[src/common/sdbcr_cfg.svh]
// timing counts and field positions for the bank command checker
`ifndef SDBCR_CFG_SVH
`define SDBCR_CFG_SVH
`define SDBCR_CLK_PERIOD_NS 4
`define SDBCR_ROW_PRECHARGE_TIME_NS 16
`define SDBCR_ROW_PRECHARGE_CYC ((`SDBCR_ROW_PRECHARGE_TIME_NS + `SDBCR_CLK_PERIOD_NS - 1) / `SDBCR_CLK_PERIOD_NS)
`define SDBCR_ACT_TO_COL_TIME_NS 16
`define SDBCR_ACT_TO_COL_CYC ((`SDBCR_ACT_TO_COL_TIME_NS + `SDBCR_CLK_PERIOD_NS - 1) / `SDBCR_CLK_PERIOD_NS)
`define SDBCR_WRITE_RECOVERY_TIME_NS 12
`define SDBCR_WRITE_RECOVERY_CYC ((`SDBCR_WRITE_RECOVERY_TIME_NS + `SDBCR_CLK_PERIOD_NS - 1) / `SDBCR_CLK_PERIOD_NS)
`define SDBCR_SREF_EXIT_TIME_NS 200
`define SDBCR_SREF_EXIT_CYC ((`SDBCR_SREF_EXIT_TIME_NS + `SDBCR_CLK_PERIOD_NS - 1) / `SDBCR_CLK_PERIOD_NS)
`define SDBCR_READ_LATENCY 8
`define SDBCR_WRITE_LATENCY 4
`define SDBCR_BURST_LENGTH 8
`define SDBCR_AP_BIT 8
`define SDBCR_CNT_W 8
`endif

[src/common/sdbcr_pkg.sv]
// types for the bank command checker
package sdbcr_pkg;
  typedef enum logic [3:0] {
    SDBCR_CMD_DESEL = 4'h0, SDBCR_CMD_NOP = 4'h1, SDBCR_CMD_ACT = 4'h2, SDBCR_CMD_RD = 4'h3,
    SDBCR_CMD_WR = 4'h4, SDBCR_CMD_PRE = 4'h5, SDBCR_CMD_AREF = 4'h6, SDBCR_CMD_SREF = 4'h7,
    SDBCR_CMD_MRS = 4'h8
  } sdbcr_cmd_e;
  // gray along idle-activating-active-bursting-recovery-precharging
  typedef enum logic [2:0] {
    SDBCR_B_IDLE = 3'h0, SDBCR_B_ACTG = 3'h1, SDBCR_B_ACTIVE = 3'h3, SDBCR_B_BURST = 3'h2,
    SDBCR_B_RECOV = 3'h6, SDBCR_B_PRECH = 3'h7
  } sdbcr_bank_e;
  typedef logic [7:0] sdbcr_cnt_t;
endpackage : sdbcr_pkg

[src/common/sdbcr_bank_if.sv]
// command carrier from decoder to bank trackers
`timescale 1ns/100ps
interface sdbcr_bank_if;
  import sdbcr_pkg::*;
  logic issue;
  sdbcr_cmd_e cmd;
  logic [1:0] bank;
  logic ap;
  logic ckok;
  modport ctrl (output issue, output cmd, output bank, output ap, output ckok);
  modport bank_side (input issue, input cmd, input bank, input ap, input ckok);
endinterface : sdbcr_bank_if

[src/sdbcr_bank.sv]
// per-bank state tracker with period counters
`timescale 1ns/100ps
`include "sdbcr_cfg.svh"
module sdbcr_bank import sdbcr_pkg::*; #(
  parameter logic [1:0] BANK_ID = 2'h0
) (
  input wire logic sys_clk,
  input wire logic reset_n,
  sdbcr_bank_if.bank_side cmd_in,
  output sdbcr_bank_e state,
  output logic auto_pre,
  output logic pre_period
);
  sdbcr_cnt_t cnt;
  logic hit;
  logic hit_pre;
  localparam sdbcr_cnt_t BURST_CYC = sdbcr_cnt_t'(`SDBCR_BURST_LENGTH / 2);
  localparam sdbcr_cnt_t RD_CYC = sdbcr_cnt_t'(`SDBCR_BURST_LENGTH / 2);
  localparam sdbcr_cnt_t WR_CYC = sdbcr_cnt_t'(`SDBCR_WRITE_LATENCY + `SDBCR_BURST_LENGTH / 2);
  assign hit = cmd_in.issue && cmd_in.ckok && cmd_in.bank == BANK_ID;
  // single-bank precharge during auto precharge is illegal and leaves the bank alone
  assign hit_pre = cmd_in.issue && cmd_in.ckok && cmd_in.cmd == SDBCR_CMD_PRE
                   && (cmd_in.ap || (cmd_in.bank == BANK_ID && !auto_pre));
  always_ff @(posedge sys_clk) begin
    if (!reset_n) begin
      state <= SDBCR_B_IDLE;
      cnt <= 8'h00;
      auto_pre <= 1'b0;
      pre_period <= 1'b0;
    end else if (hit_pre && state != SDBCR_B_IDLE) begin
      state <= SDBCR_B_PRECH;
      cnt <= sdbcr_cnt_t'(`SDBCR_ROW_PRECHARGE_CYC);
      auto_pre <= 1'b0;
      pre_period <= 1'b0;
    end else if (hit && cmd_in.cmd == SDBCR_CMD_ACT && state == SDBCR_B_IDLE) begin
      state <= SDBCR_B_ACTG;
      cnt <= sdbcr_cnt_t'(`SDBCR_ACT_TO_COL_CYC);
    end else if (hit && (cmd_in.cmd == SDBCR_CMD_RD || cmd_in.cmd == SDBCR_CMD_WR)
                 && (state == SDBCR_B_ACTIVE || state == SDBCR_B_BURST) && !auto_pre) begin
      state <= SDBCR_B_BURST;
      cnt <= (cmd_in.cmd == SDBCR_CMD_RD) ? RD_CYC : sdbcr_cnt_t'(WR_CYC + sdbcr_cnt_t'(`SDBCR_WRITE_RECOVERY_CYC));
      auto_pre <= cmd_in.ap;
    end else if (cnt > 8'h01) begin
      cnt <= cnt - 8'h01;
    end else begin
      cnt <= 8'h00;
      case (state)
        SDBCR_B_ACTG: state <= SDBCR_B_ACTIVE;
        SDBCR_B_BURST: begin
          if (auto_pre) begin
            state <= SDBCR_B_PRECH;
            cnt <= sdbcr_cnt_t'(`SDBCR_ROW_PRECHARGE_CYC);
            pre_period <= 1'b1;
          end else begin
            state <= SDBCR_B_ACTIVE;
          end
        end
        SDBCR_B_PRECH: begin
          state <= SDBCR_B_IDLE;
          auto_pre <= 1'b0;
          pre_period <= 1'b0;
        end
        default: state <= state;
      endcase
    end
  end
endmodule : sdbcr_bank

[src/sdbcr_bank_cmd_rules.sv]
// command decoder and cross-bank legality checker
`timescale 1ns/100ps
`include "sdbcr_cfg.svh"
module sdbcr_bank_cmd_rules import sdbcr_pkg::*; (
  // clock and reset
  input wire logic sys_clk,
  input wire logic reset_n,
  // command pins
  input wire logic chip_select_n,
  input wire logic row_strobe_n,
  input wire logic col_strobe_n,
  input wire logic write_enable_n,
  input wire logic clock_enable,
  input wire logic bank_select_bit0,
  input wire logic bank_select_bit1,
  input wire logic [11:0] addr,
  // write data mask
  input wire logic [3:0] write_byte_mask,
  input wire logic wdata_valid,
  // decoded command
  output sdbcr_cmd_e cmd_code,
  output logic cmd_valid,
  output logic cmd_legal,
  output logic [1:0] cmd_bank,
  output logic cmd_ap,
  output logic [11:0] mode_opcode,
  output logic term_disable,
  // bank status and write strobes
  output logic [3:0] bank_idle,
  output logic [3:0] byte_store
);
  sdbcr_bank_if bif ();
  sdbcr_bank_e bstate [4];
  logic [3:0] bap;
  logic [3:0] bpre;
  logic cke_prev;
  logic [7:0] xs_cnt;
  logic ckok;
  sdbcr_cmd_e next_cmd;
  logic [1:0] bank;
  logic legal;
  logic all_idle;
  sdbcr_bank_e tgt;
  assign bank = {bank_select_bit1, bank_select_bit0};
  always_comb begin
    next_cmd = SDBCR_CMD_DESEL;
    if (!chip_select_n) begin
      case ({row_strobe_n, col_strobe_n, write_enable_n})
        3'b111: next_cmd = SDBCR_CMD_NOP;
        3'b011: next_cmd = SDBCR_CMD_ACT;
        3'b101: next_cmd = SDBCR_CMD_RD;
        3'b100: next_cmd = SDBCR_CMD_WR;
        3'b010: next_cmd = SDBCR_CMD_PRE;
        3'b001: next_cmd = clock_enable ? SDBCR_CMD_AREF : SDBCR_CMD_SREF;
        3'b000: next_cmd = SDBCR_CMD_MRS;
        default: next_cmd = SDBCR_CMD_NOP;
      endcase
    end
  end
  // clock enable history and self refresh exit
  always_ff @(posedge sys_clk) begin
    if (!reset_n) begin
      cke_prev <= 1'b1;
    end else begin
      cke_prev <= clock_enable;
    end
  end
  always_ff @(posedge sys_clk) begin
    if (!reset_n) begin
      xs_cnt <= 8'h00;
    end else if (next_cmd == SDBCR_CMD_SREF || !clock_enable) begin
      xs_cnt <= 8'(`SDBCR_SREF_EXIT_CYC);
    end else if (xs_cnt != 8'h00) begin
      xs_cnt <= xs_cnt - 8'h01;
    end
  end
  assign ckok = cke_prev && clock_enable && xs_cnt == 8'h00;
  assign bif.issue = next_cmd != SDBCR_CMD_DESEL && next_cmd != SDBCR_CMD_NOP;
  assign bif.cmd = next_cmd;
  assign bif.bank = bank;
  assign bif.ap = addr[`SDBCR_AP_BIT];
  assign bif.ckok = ckok;
  genvar gi;
  generate
    for (gi = 0; gi < 4; gi++) begin : g_bank
      sdbcr_bank #(.BANK_ID(2'(gi))) u_bank (
        .sys_clk(sys_clk),
        .reset_n(reset_n),
        .cmd_in(bif.bank_side),
        .state(bstate[gi]),
        .auto_pre(bap[gi]),
        .pre_period(bpre[gi])
      );
    end
  endgenerate
  assign all_idle = bstate[0] == SDBCR_B_IDLE && bstate[1] == SDBCR_B_IDLE
                    && bstate[2] == SDBCR_B_IDLE && bstate[3] == SDBCR_B_IDLE;
  assign tgt = bstate[bank];
  // other banks never block bank m's own permitted command
  always_comb begin
    legal = 1'b0;
    case (next_cmd)
      SDBCR_CMD_DESEL, SDBCR_CMD_NOP: legal = 1'b1;
      SDBCR_CMD_ACT: legal = ckok && tgt == SDBCR_B_IDLE;
      SDBCR_CMD_RD, SDBCR_CMD_WR: legal = ckok && !bap[bank]
        && (tgt == SDBCR_B_ACTIVE || tgt == SDBCR_B_BURST);
      SDBCR_CMD_PRE: legal = ckok && (addr[`SDBCR_AP_BIT] || !bap[bank]);
      SDBCR_CMD_AREF, SDBCR_CMD_MRS: legal = ckok && all_idle;
      SDBCR_CMD_SREF: legal = cke_prev && all_idle;
      default: legal = 1'b0;
    endcase
  end
  // decoded outputs
  always_ff @(posedge sys_clk) begin
    if (!reset_n) begin
      cmd_code <= SDBCR_CMD_DESEL;
      cmd_valid <= 1'b0;
      cmd_legal <= 1'b1;
      cmd_bank <= 2'h0;
      cmd_ap <= 1'b0;
      mode_opcode <= 12'h000;
    end else begin
      cmd_code <= next_cmd;
      cmd_valid <= bif.issue;
      cmd_legal <= legal;
      cmd_bank <= bank;
      cmd_ap <= addr[`SDBCR_AP_BIT];
      if (next_cmd == SDBCR_CMD_MRS) begin
        mode_opcode <= addr;
      end
    end
  end
  // terminator disable snoop ignores chip select and address
  always_ff @(posedge sys_clk) begin
    if (!reset_n) begin
      term_disable <= 1'b0;
    end else begin
      term_disable <= row_strobe_n && !col_strobe_n && write_enable_n;
    end
  end
  always_ff @(posedge sys_clk) begin
    if (!reset_n) begin
      bank_idle <= 4'hf;
    end else begin
      for (int i = 0; i < 4; i++) begin
        bank_idle[i] <= bstate[i] == SDBCR_B_IDLE;
      end
    end
  end
  // byte store strobes
  always_ff @(posedge sys_clk) begin
    if (!reset_n) begin
      byte_store <= 4'h0;
    end else begin
      byte_store <= wdata_valid ? ~write_byte_mask : 4'h0;
    end
  end
endmodule : sdbcr_bank_cmd_rules

[config.mk]
export PLATFORM = sky130hd
export DESIGN_NAME = sdbcr_bank_cmd_rules
export DESIGN_NICKNAME = d
export VERILOG_FILES = /design/src/common/sdbcr_pkg.sv /design/src/common/sdbcr_bank_if.sv /design/src/sdbcr_bank.sv /design/src/sdbcr_bank_cmd_rules.sv
export VERILOG_INCLUDE_DIRS = /design/src /design/src/common
export SDC_FILE = /design/constraint.sdc
export NUM_CORES = 1
export LEC_CHECK = 0
export BUFFER_PORTS_ARGS = -buffer_cell sky130_fd_sc_hd__buf_2
export CORE_ASPECT_RATIO = 0.75
export CORE_MARGIN = 2
export CORE_UTILIZATION = 40
export CTS_CLUSTER_DIAMETER = 100
export DETAILED_ROUTE_END_ITERATION = 10
export SYNTH_ARGS = -nofsm -noshare
export SYNTH_HDL_FRONTEND = slang
export SYNTH_SLANG_ARGS = --single-unit
[constraint.sdc]
create_clock -name sys_clk -period 2.2 [get_ports sys_clk]
set_input_delay 0.22 -clock sys_clk [delete_from_list [all_inputs] [get_ports sys_clk]]
set_output_delay 0.22 -clock sys_clk [all_outputs]
set_load 0.02 [all_outputs]
==> reports/summary.txt, run 1 <==
Status = complete, no violations
Largest net degree at the start of global routing = 26
Critical-path maximum fanout = 7
Routed Antenna Nets = 0
DR iter-0 viols = 337
Num rows = 32
Critical path type = flop to flop
Critical path launch point type = flop
Routed wire length per instance = 15.0 um
CTS clock-pin slew for the worst setup and hold paths = 0.07 ns
Worst Hold Class = input pin to flop
CTS tree = yes
Net count, final = 612
Synth Area per Inst = 8.90 um^2
Post-synthesis cell type count = 71
Initial Util = 0.416
Placed cells = 696
Most frequent cells in the layout = dfxtp_1 (85), nand2_1 (60), buf_2 (55)
First-pass GRT wire length = 17800 um
Max_cap viols = 0
Fmax = 0.464 GHz
CTS buffer count = 9
Power per cell area = 1110 mW/mm^2
Ys flop type = dfxtp_1
Final wirelength = 10700 um
Ports = 56
Post-route minimum period = 2.15 ns
Final core utilization = 0.520
Post-DR vias/cell = 5.33
Deepest clock path buffer count = 2
Synth warnings = 0
LEAKAGE = 2.28 nW
Routed vias = 3830
DRC viols = 0
Worst VDD drop = 569 uV
Slew headroom = 0.672
Skew final = 0.00577 ns
Final cell count without fillers = 718
Seq/Total Area, Yosys = 0.400
Clock root buffer = clkbuf_16
Die height = 94.3 um
Total grt overflow = 0
Layout cell share with drive strength beyond 1 = 0.265
CTS Hold Bufs = 0
Clock Latency Late Sink = 0.34 ns
Asr flop ratio synth = 0
Commonest non-fill, non-tap cell in the layout = dfxtp_1
Dpl hpwl = 7860 um
Clk sink count = 87
DP Area = 0.00501 mm^2
Mapped Area = 0.00435 mm^2
Worst-margin pin slew = 0.488 ns
Top cell type's share of synthesized area = 0.400
Final setup violation count = 0
Critical Path End Type = flop
Data required, critical path = 2.47 ns
Fin. Hold Viols = 0
Final Max Slew Viols = 0
GRT Resource Usage Total = 0.187
Vias in the first global route = 3575
Initial antenna violation count = 0
Die X = 124 um
Final period util = 0.979
Number of inserted diodes = 0
Core area = 0.0105 mm^2
Die Area = 0.0117 mm^2
Setup total negative slack = 0 ns
Post-synth EDFFs = 0
Synth area leader = dfxtp_1
Fill count = 1004
Arr. time, crit path = 2.43 ns
Drt pass-1 iters = 4
Number of synthesized register bits = 87
Area Overhead vs Synth = 24.8%
Syn nets = 524
Post-Layout Inst Area = 0.00543 mm^2
Routability Congestion = 0.842
PortBufs = 55
Top post-synthesis cells by area = dfxtp_1 (40%), nand2_1 (5.2%), a21oi_1 (4.1%), nor2_1 (4.1%), xnor2_1 (3.8%)
H-tree depth = 3
Post-synthesis cell count = 489
Unrepaired setup endpoints after global routing = yes
==> per-layer routing <==
metal | share of wire | global-route usage
met5 | 0 | 0
met4 | 0.0087 | 0.0534
met3 | 0.058 | 0.0513
met2 | 0.45 | 0.282
met1 | 0.48 | 0.263
==> cell families after synthesis <==
family          after synthesis  share of synthesized area
flops                        87                      0.400
compound gates               97                      0.149
mux                          11                     0.0371
simple gates                209                      0.275
buf+inv                      42                     0.0446
fa+ha+maj                     9                     0.0259
xor+xnor                     34                     0.0685
==> registers in the layout, summed over array words and instances (netlist names), 2 cells and up <==
register and cells:
cmd_bank 2, byte_store 4, g_bank.u_bank.cnt 32, mode_opcode 12, bank_idle 4, g_bank.u_bank.auto_pre 4, cmd_code 4, xs_cnt 8
g_bank.u_bank.state 12
==> cell usage after synthesis, types with 3 or more instances <==
cell type and n:
nand2b_1 10, nor4_1 10, o211a_1 3, nor3_1 10, and3_1 3, buf_4 4, xor2_1 15, and2_1 6
ha_1 9, a21oi_1 36, xnor2_1 19, or4_1 3, nor2_1 47, or3_1 6, o22ai_1 6, a31oi_1 9
nor3b_1 8, nand4_1 5, mux4_2 4, mux2i_1 6, o21a_1 8, o211ai_1 3, inv_1 16, nand2_1 60
clkbuf_1 15, and4b_1 3, o21ai_0 10, dfxtp_1 87, a21boi_0 5, nand3_1 8, nor4_2 3
==> cell type report <==
class / count / area, um^2 / share of cell area
inverter: 16 / 60.1 / 0.0111
clock inverter: 7 / 96.3 / 0.0177
multi-input combinational: 360 / 2480 / 0.457
tap: 136 / 170 / 0.0313
clock buffer: 9 / 225 / 0.0415
sequential: 87 / 1740 / 0.321
timing repair buffer: 103 / 654 / 0.120
==> path summary, 6_finish.rpt <==
path | startpoint | to | slack (ns) | cells after the start
max | xs_cnt[0]$_SDFFE_PP0P_ | g_bank[1].u_bank.cnt[2]$_SDFF_PN0_ | 0.05 | 7
min | write_byte_mask[1] | byte_store[1]$_SDFF_PN0_ | 0.03 | 2
max reg2reg | xs_cnt[0]$_SDFFE_PP0P_ | g_bank[1].u_bank.cnt[2]$_SDFF_PN0_ | 0.05 | 7
min reg2reg | mode_opcode[6]$_SDFFE_PN0N_ | mode_opcode[6]$_SDFFE_PN0N_ | 0.46 | 2
==> worst max-delay path: stages (launching register included) <==
cell and delay (ns):
dfxtp_2 0.32, inv_2 0.06, ha_4 0.12, or3b_4 0.46, or4_4 0.58, or2_4 0.27, buf_4 0.13, a31oi_1 0.14
==> stage by stage <==
step | hold slack, ns | power [mW] | worst slack (ns)
after global routing | 0.0151 | 6.43 | -0.0393
after global placement | 0.378 | 4.24 | -0.00707
after CTS | 0.0158 | 6.01 | 0.00159
after detailed placement | 0.378 | 4.29 | -0.0731
after floorplan | 0.292 | 3.84 | 0.0209
final | 0.0274 | 6.01 | 0.0452
==> power by group <==
part / switching (mW) / internal [mW] / total, mW
sequential: 0.256 / 1.88 / 2.14
clock: 0.641 / 0.996 / 1.64
combinational: 1.17 / 1.06 / 2.23
total: 2.07 / 3.94 / 6.01
==> repair_timing <==
item                       CTS  global route
setup endpoints to repair   15            26
pin swaps                    2            21
setup buffers                2             4
resized for setup            3            12
No activity file was read; power rests on OpenSTA's default activity.
==> run 2: changes to the inputs <==
Settings changed: RECOVER_POWER from default to 50.
==> reports/summary.txt, run 2 (synthesis gave the netlist of run 1 again) <==
Final setup margin = 0.0438 ns (-0.00138 ns)
Post-DR vias/cell = 5.35 (+0.26%)
R2r setup slk = 0.04 ns (about the same)
DP Area = 0.00501 mm^2 (unchanged)
Total grt overflow = 0 (unchanged)
CTS clock-pin slew for the worst setup and hold paths = 0.07 ns (about the same)
Setup slack at placement = -0.0731 ns (unchanged)
Post-route minimum period = 2.16 ns (+0.00138 ns)
Combinational group share of total power = 0.371 (about the same)
GRT Resource Usage Total = 0.187 (unchanged)
Largest registers = g_bank.u_bank.cnt: 32 flops, g_bank.u_bank.state: 12 flops, mode_opcode: 12 flops
Worst Hold Class = input pin to flop
Routed wire length per instance = 15.0 um (+0.14%)
Die X = 124 um (unchanged)
CTS Hold Bufs = 0 (unchanged)
Max reg flops = 32 (unchanged)
Fin. Hold Viols = 0 (unchanged)
Power Total = 6.00 mW (-0.12%)
Net count, final = 612 (unchanged)
Final core utilization = 0.516 (-0.00359)
Power per cell area = 1110 mW/mm^2 (+0.58%)
Worst stage delay on the critical path = 0.58 ns (about the same)
Ports = 56 (unchanged)
Deepest clock path buffer count = 2 (unchanged)
CP top delay family = simple AND/OR/NAND/NOR gates
Area Overhead vs Synth = 24.0%
Routability Congestion = 0.842 (unchanged)
Routed vias = 3840 (+0.26%)
Top reg by flops = g_bank.u_bank.cnt
Fmax = 0.464 GHz (about the same)
Initial Util = 0.416 (unchanged)
Largest net degree at the start of global routing = 26 (unchanged)
Hold WS = 0.0282 ns (+0.000807 ns)
Post-Layout Inst Area = 0.00539 mm^2 (-0.69%)
DRC viols = 0 (unchanged)
Fill count = 1019 (+1.5%)
Final Max Slew Viols = 0 (unchanged)
Max_cap viols = 0 (unchanged)
Clock root buffer = clkbuf_16
Number of inserted diodes = 0 (unchanged)
Switching share of power = 0.344 (about the same)
LEAKAGE = 2.20 nW (-3.5%)
Net Sw Power = 2.07 mW (-0.11%)
Clock power frac = 0.272 (about the same)
Worst path cell trace = inv_2 -> ha_4 -> or3b_4 -> or4_4 -> or2_4 -> buf_4 -> a31oi_1
Final cell count without fillers = 718 (unchanged)
Final setup violation count = 0 (unchanged)
Slowest stage cell on the critical path = or4_4
Data required, critical path = 2.47 ns (about the same)
Drt pass-1 iters = 5 (+1)
Vias in the first global route = 3575 (unchanged)
Hold Path Depth = 2 (unchanged)
Most frequent cells in the layout = dfxtp_1 (85), nand2_1 (60), nor2_1 (47)
Critical-path maximum fanout = 7 (unchanged)
DR iter-0 viols = 332 (-1.5%)
Skew final = 0.00560 ns (-0.000167 ns)
Commonest non-fill, non-tap cell in the layout = dfxtp_1
Placed cells = 696 (unchanged)
H-tree depth = 3 (unchanged)
Critical path type = flop to flop
Routed Antenna Nets = 0 (unchanged)
Initial antenna violation count = 0 (unchanged)
Unrepaired setup endpoints after global routing = yes
Stages on the worst setup path = 7 (unchanged)
Clk sink count = 87 (unchanged)
Slew headroom = 0.683 (+0.0112)
CTS tree = yes
Setup total negative slack = 0 ns (unchanged)
Worst VDD drop = 567 uV (-0.30%)
Seq pwr share = 0.357 (about the same)
Status = complete, no violations
Clock Latency Late Sink = 0.34 ns (about the same)
Worst-margin pin slew = 0.471 ns (-0.0166 ns)
Arr. time, crit path = 2.43 ns (about the same)
Critical Path End Type = flop
Die height = 94.3 um (unchanged)
Critical path launch point type = flop
Dpl hpwl = 7860 um (unchanged)
First-pass GRT wire length = 17800 um (unchanged)
PortBufs = 55 (unchanged)
CP bufs+invs = 2 (unchanged)
Cells on worst reg2reg path = 7 (unchanged)
Final period util = 0.980 (about the same)
Core area = 0.0105 mm^2 (unchanged)
Final wirelength = 10800 um (+0.14%)
Die Area = 0.0117 mm^2 (unchanged)
CTS buffer count = 9 (unchanged)
Int Power = 3.94 mW (-0.12%)
Num rows = 32 (unchanged)
Layout cell share with drive strength beyond 1 = 0.222 (-0.0430)
-- run 2: cell count changes in the layout (fill, tap and decap cells not counted), sizes merged --
cell,before,now
clkbuf,9,33
buf,103,79
-- run 2: layout make-up --
class | instances | area [um^2] | area share
Inverter | 16 | 60.1 | 0.0111
Clock inverter | 7 | 96.3 | 0.0179
Timing Repair Buffer | 103 | 622 | 0.115
Tap cell | 136 | 170 | 0.0315
Sequential cell | 87 | 1740 | 0.323
Clock buffer | 9 | 225 | 0.0418
Multi-Input combinational cell | 360 | 2480 | 0.459
-- run 2: path summary, 6_finish.rpt --
path                                                  start                            endpoint
worst max-delay path                 xs_cnt[0]$_SDFFE_PP0P_  g_bank[1].u_bank.cnt[2]$_SDFF_PN0_
worst min-delay path                     write_byte_mask[1]            byte_store[1]$_SDFF_PN0_
worst max register to register       xs_cnt[0]$_SDFFE_PP0P_  g_bank[1].u_bank.cnt[2]$_SDFF_PN0_
worst min register to register  mode_opcode[6]$_SDFFE_PN0N_         mode_opcode[6]$_SDFFE_PN0N_
-- run 2: worst register-to-register path: stages, from the launching register on --
cell and delay [ns]:
dfxtp_2 0.32, inv_2 0.06, ha_4 0.12, or3b_4 0.46, or4_4 0.59, or2_4 0.27, buf_4 0.13, a31oi_1 0.14
-- run 2: metal layers --
layer / global-route usage / part of all wire / routed length [um]
met1: 0.263 / 0.48 / 5150
met2: 0.282 / 0.45 / 4840
met3: 0.0513 / 0.061 / 660
met4: 0.0534 / 0.010 / 111
met5: 0 / 0 / 0
-- run 2: power by group through the flow --
| stage | clock [mW] | sequential (mW) | combinational [mW] |
|---|---|---|---|
| 2_1_floorplan | 0 | 2.14 | 1.70 |
| 5_1_grt | 1.74 | 2.19 | 2.49 |
| 3_5_place_dp | 0 | 2.17 | 2.12 |
| 3_3_place_gp | 0 | 2.16 | 2.09 |
| 4_1_cts | 1.67 | 2.14 | 2.20 |
| 6_report | 1.64 | 2.14 | 2.23 |
-- run 2: timing repair --
| item | CTS | global route |
|---|---|---|
| pin swaps | 2 | 21 |
| buffers inserted | 2 | 4 |
| endpoints found under the hold margin | 0 | 0 |
| endpoints found under the setup margin | 15 | 26 |
| gates resized for setup | 3 | 12 |
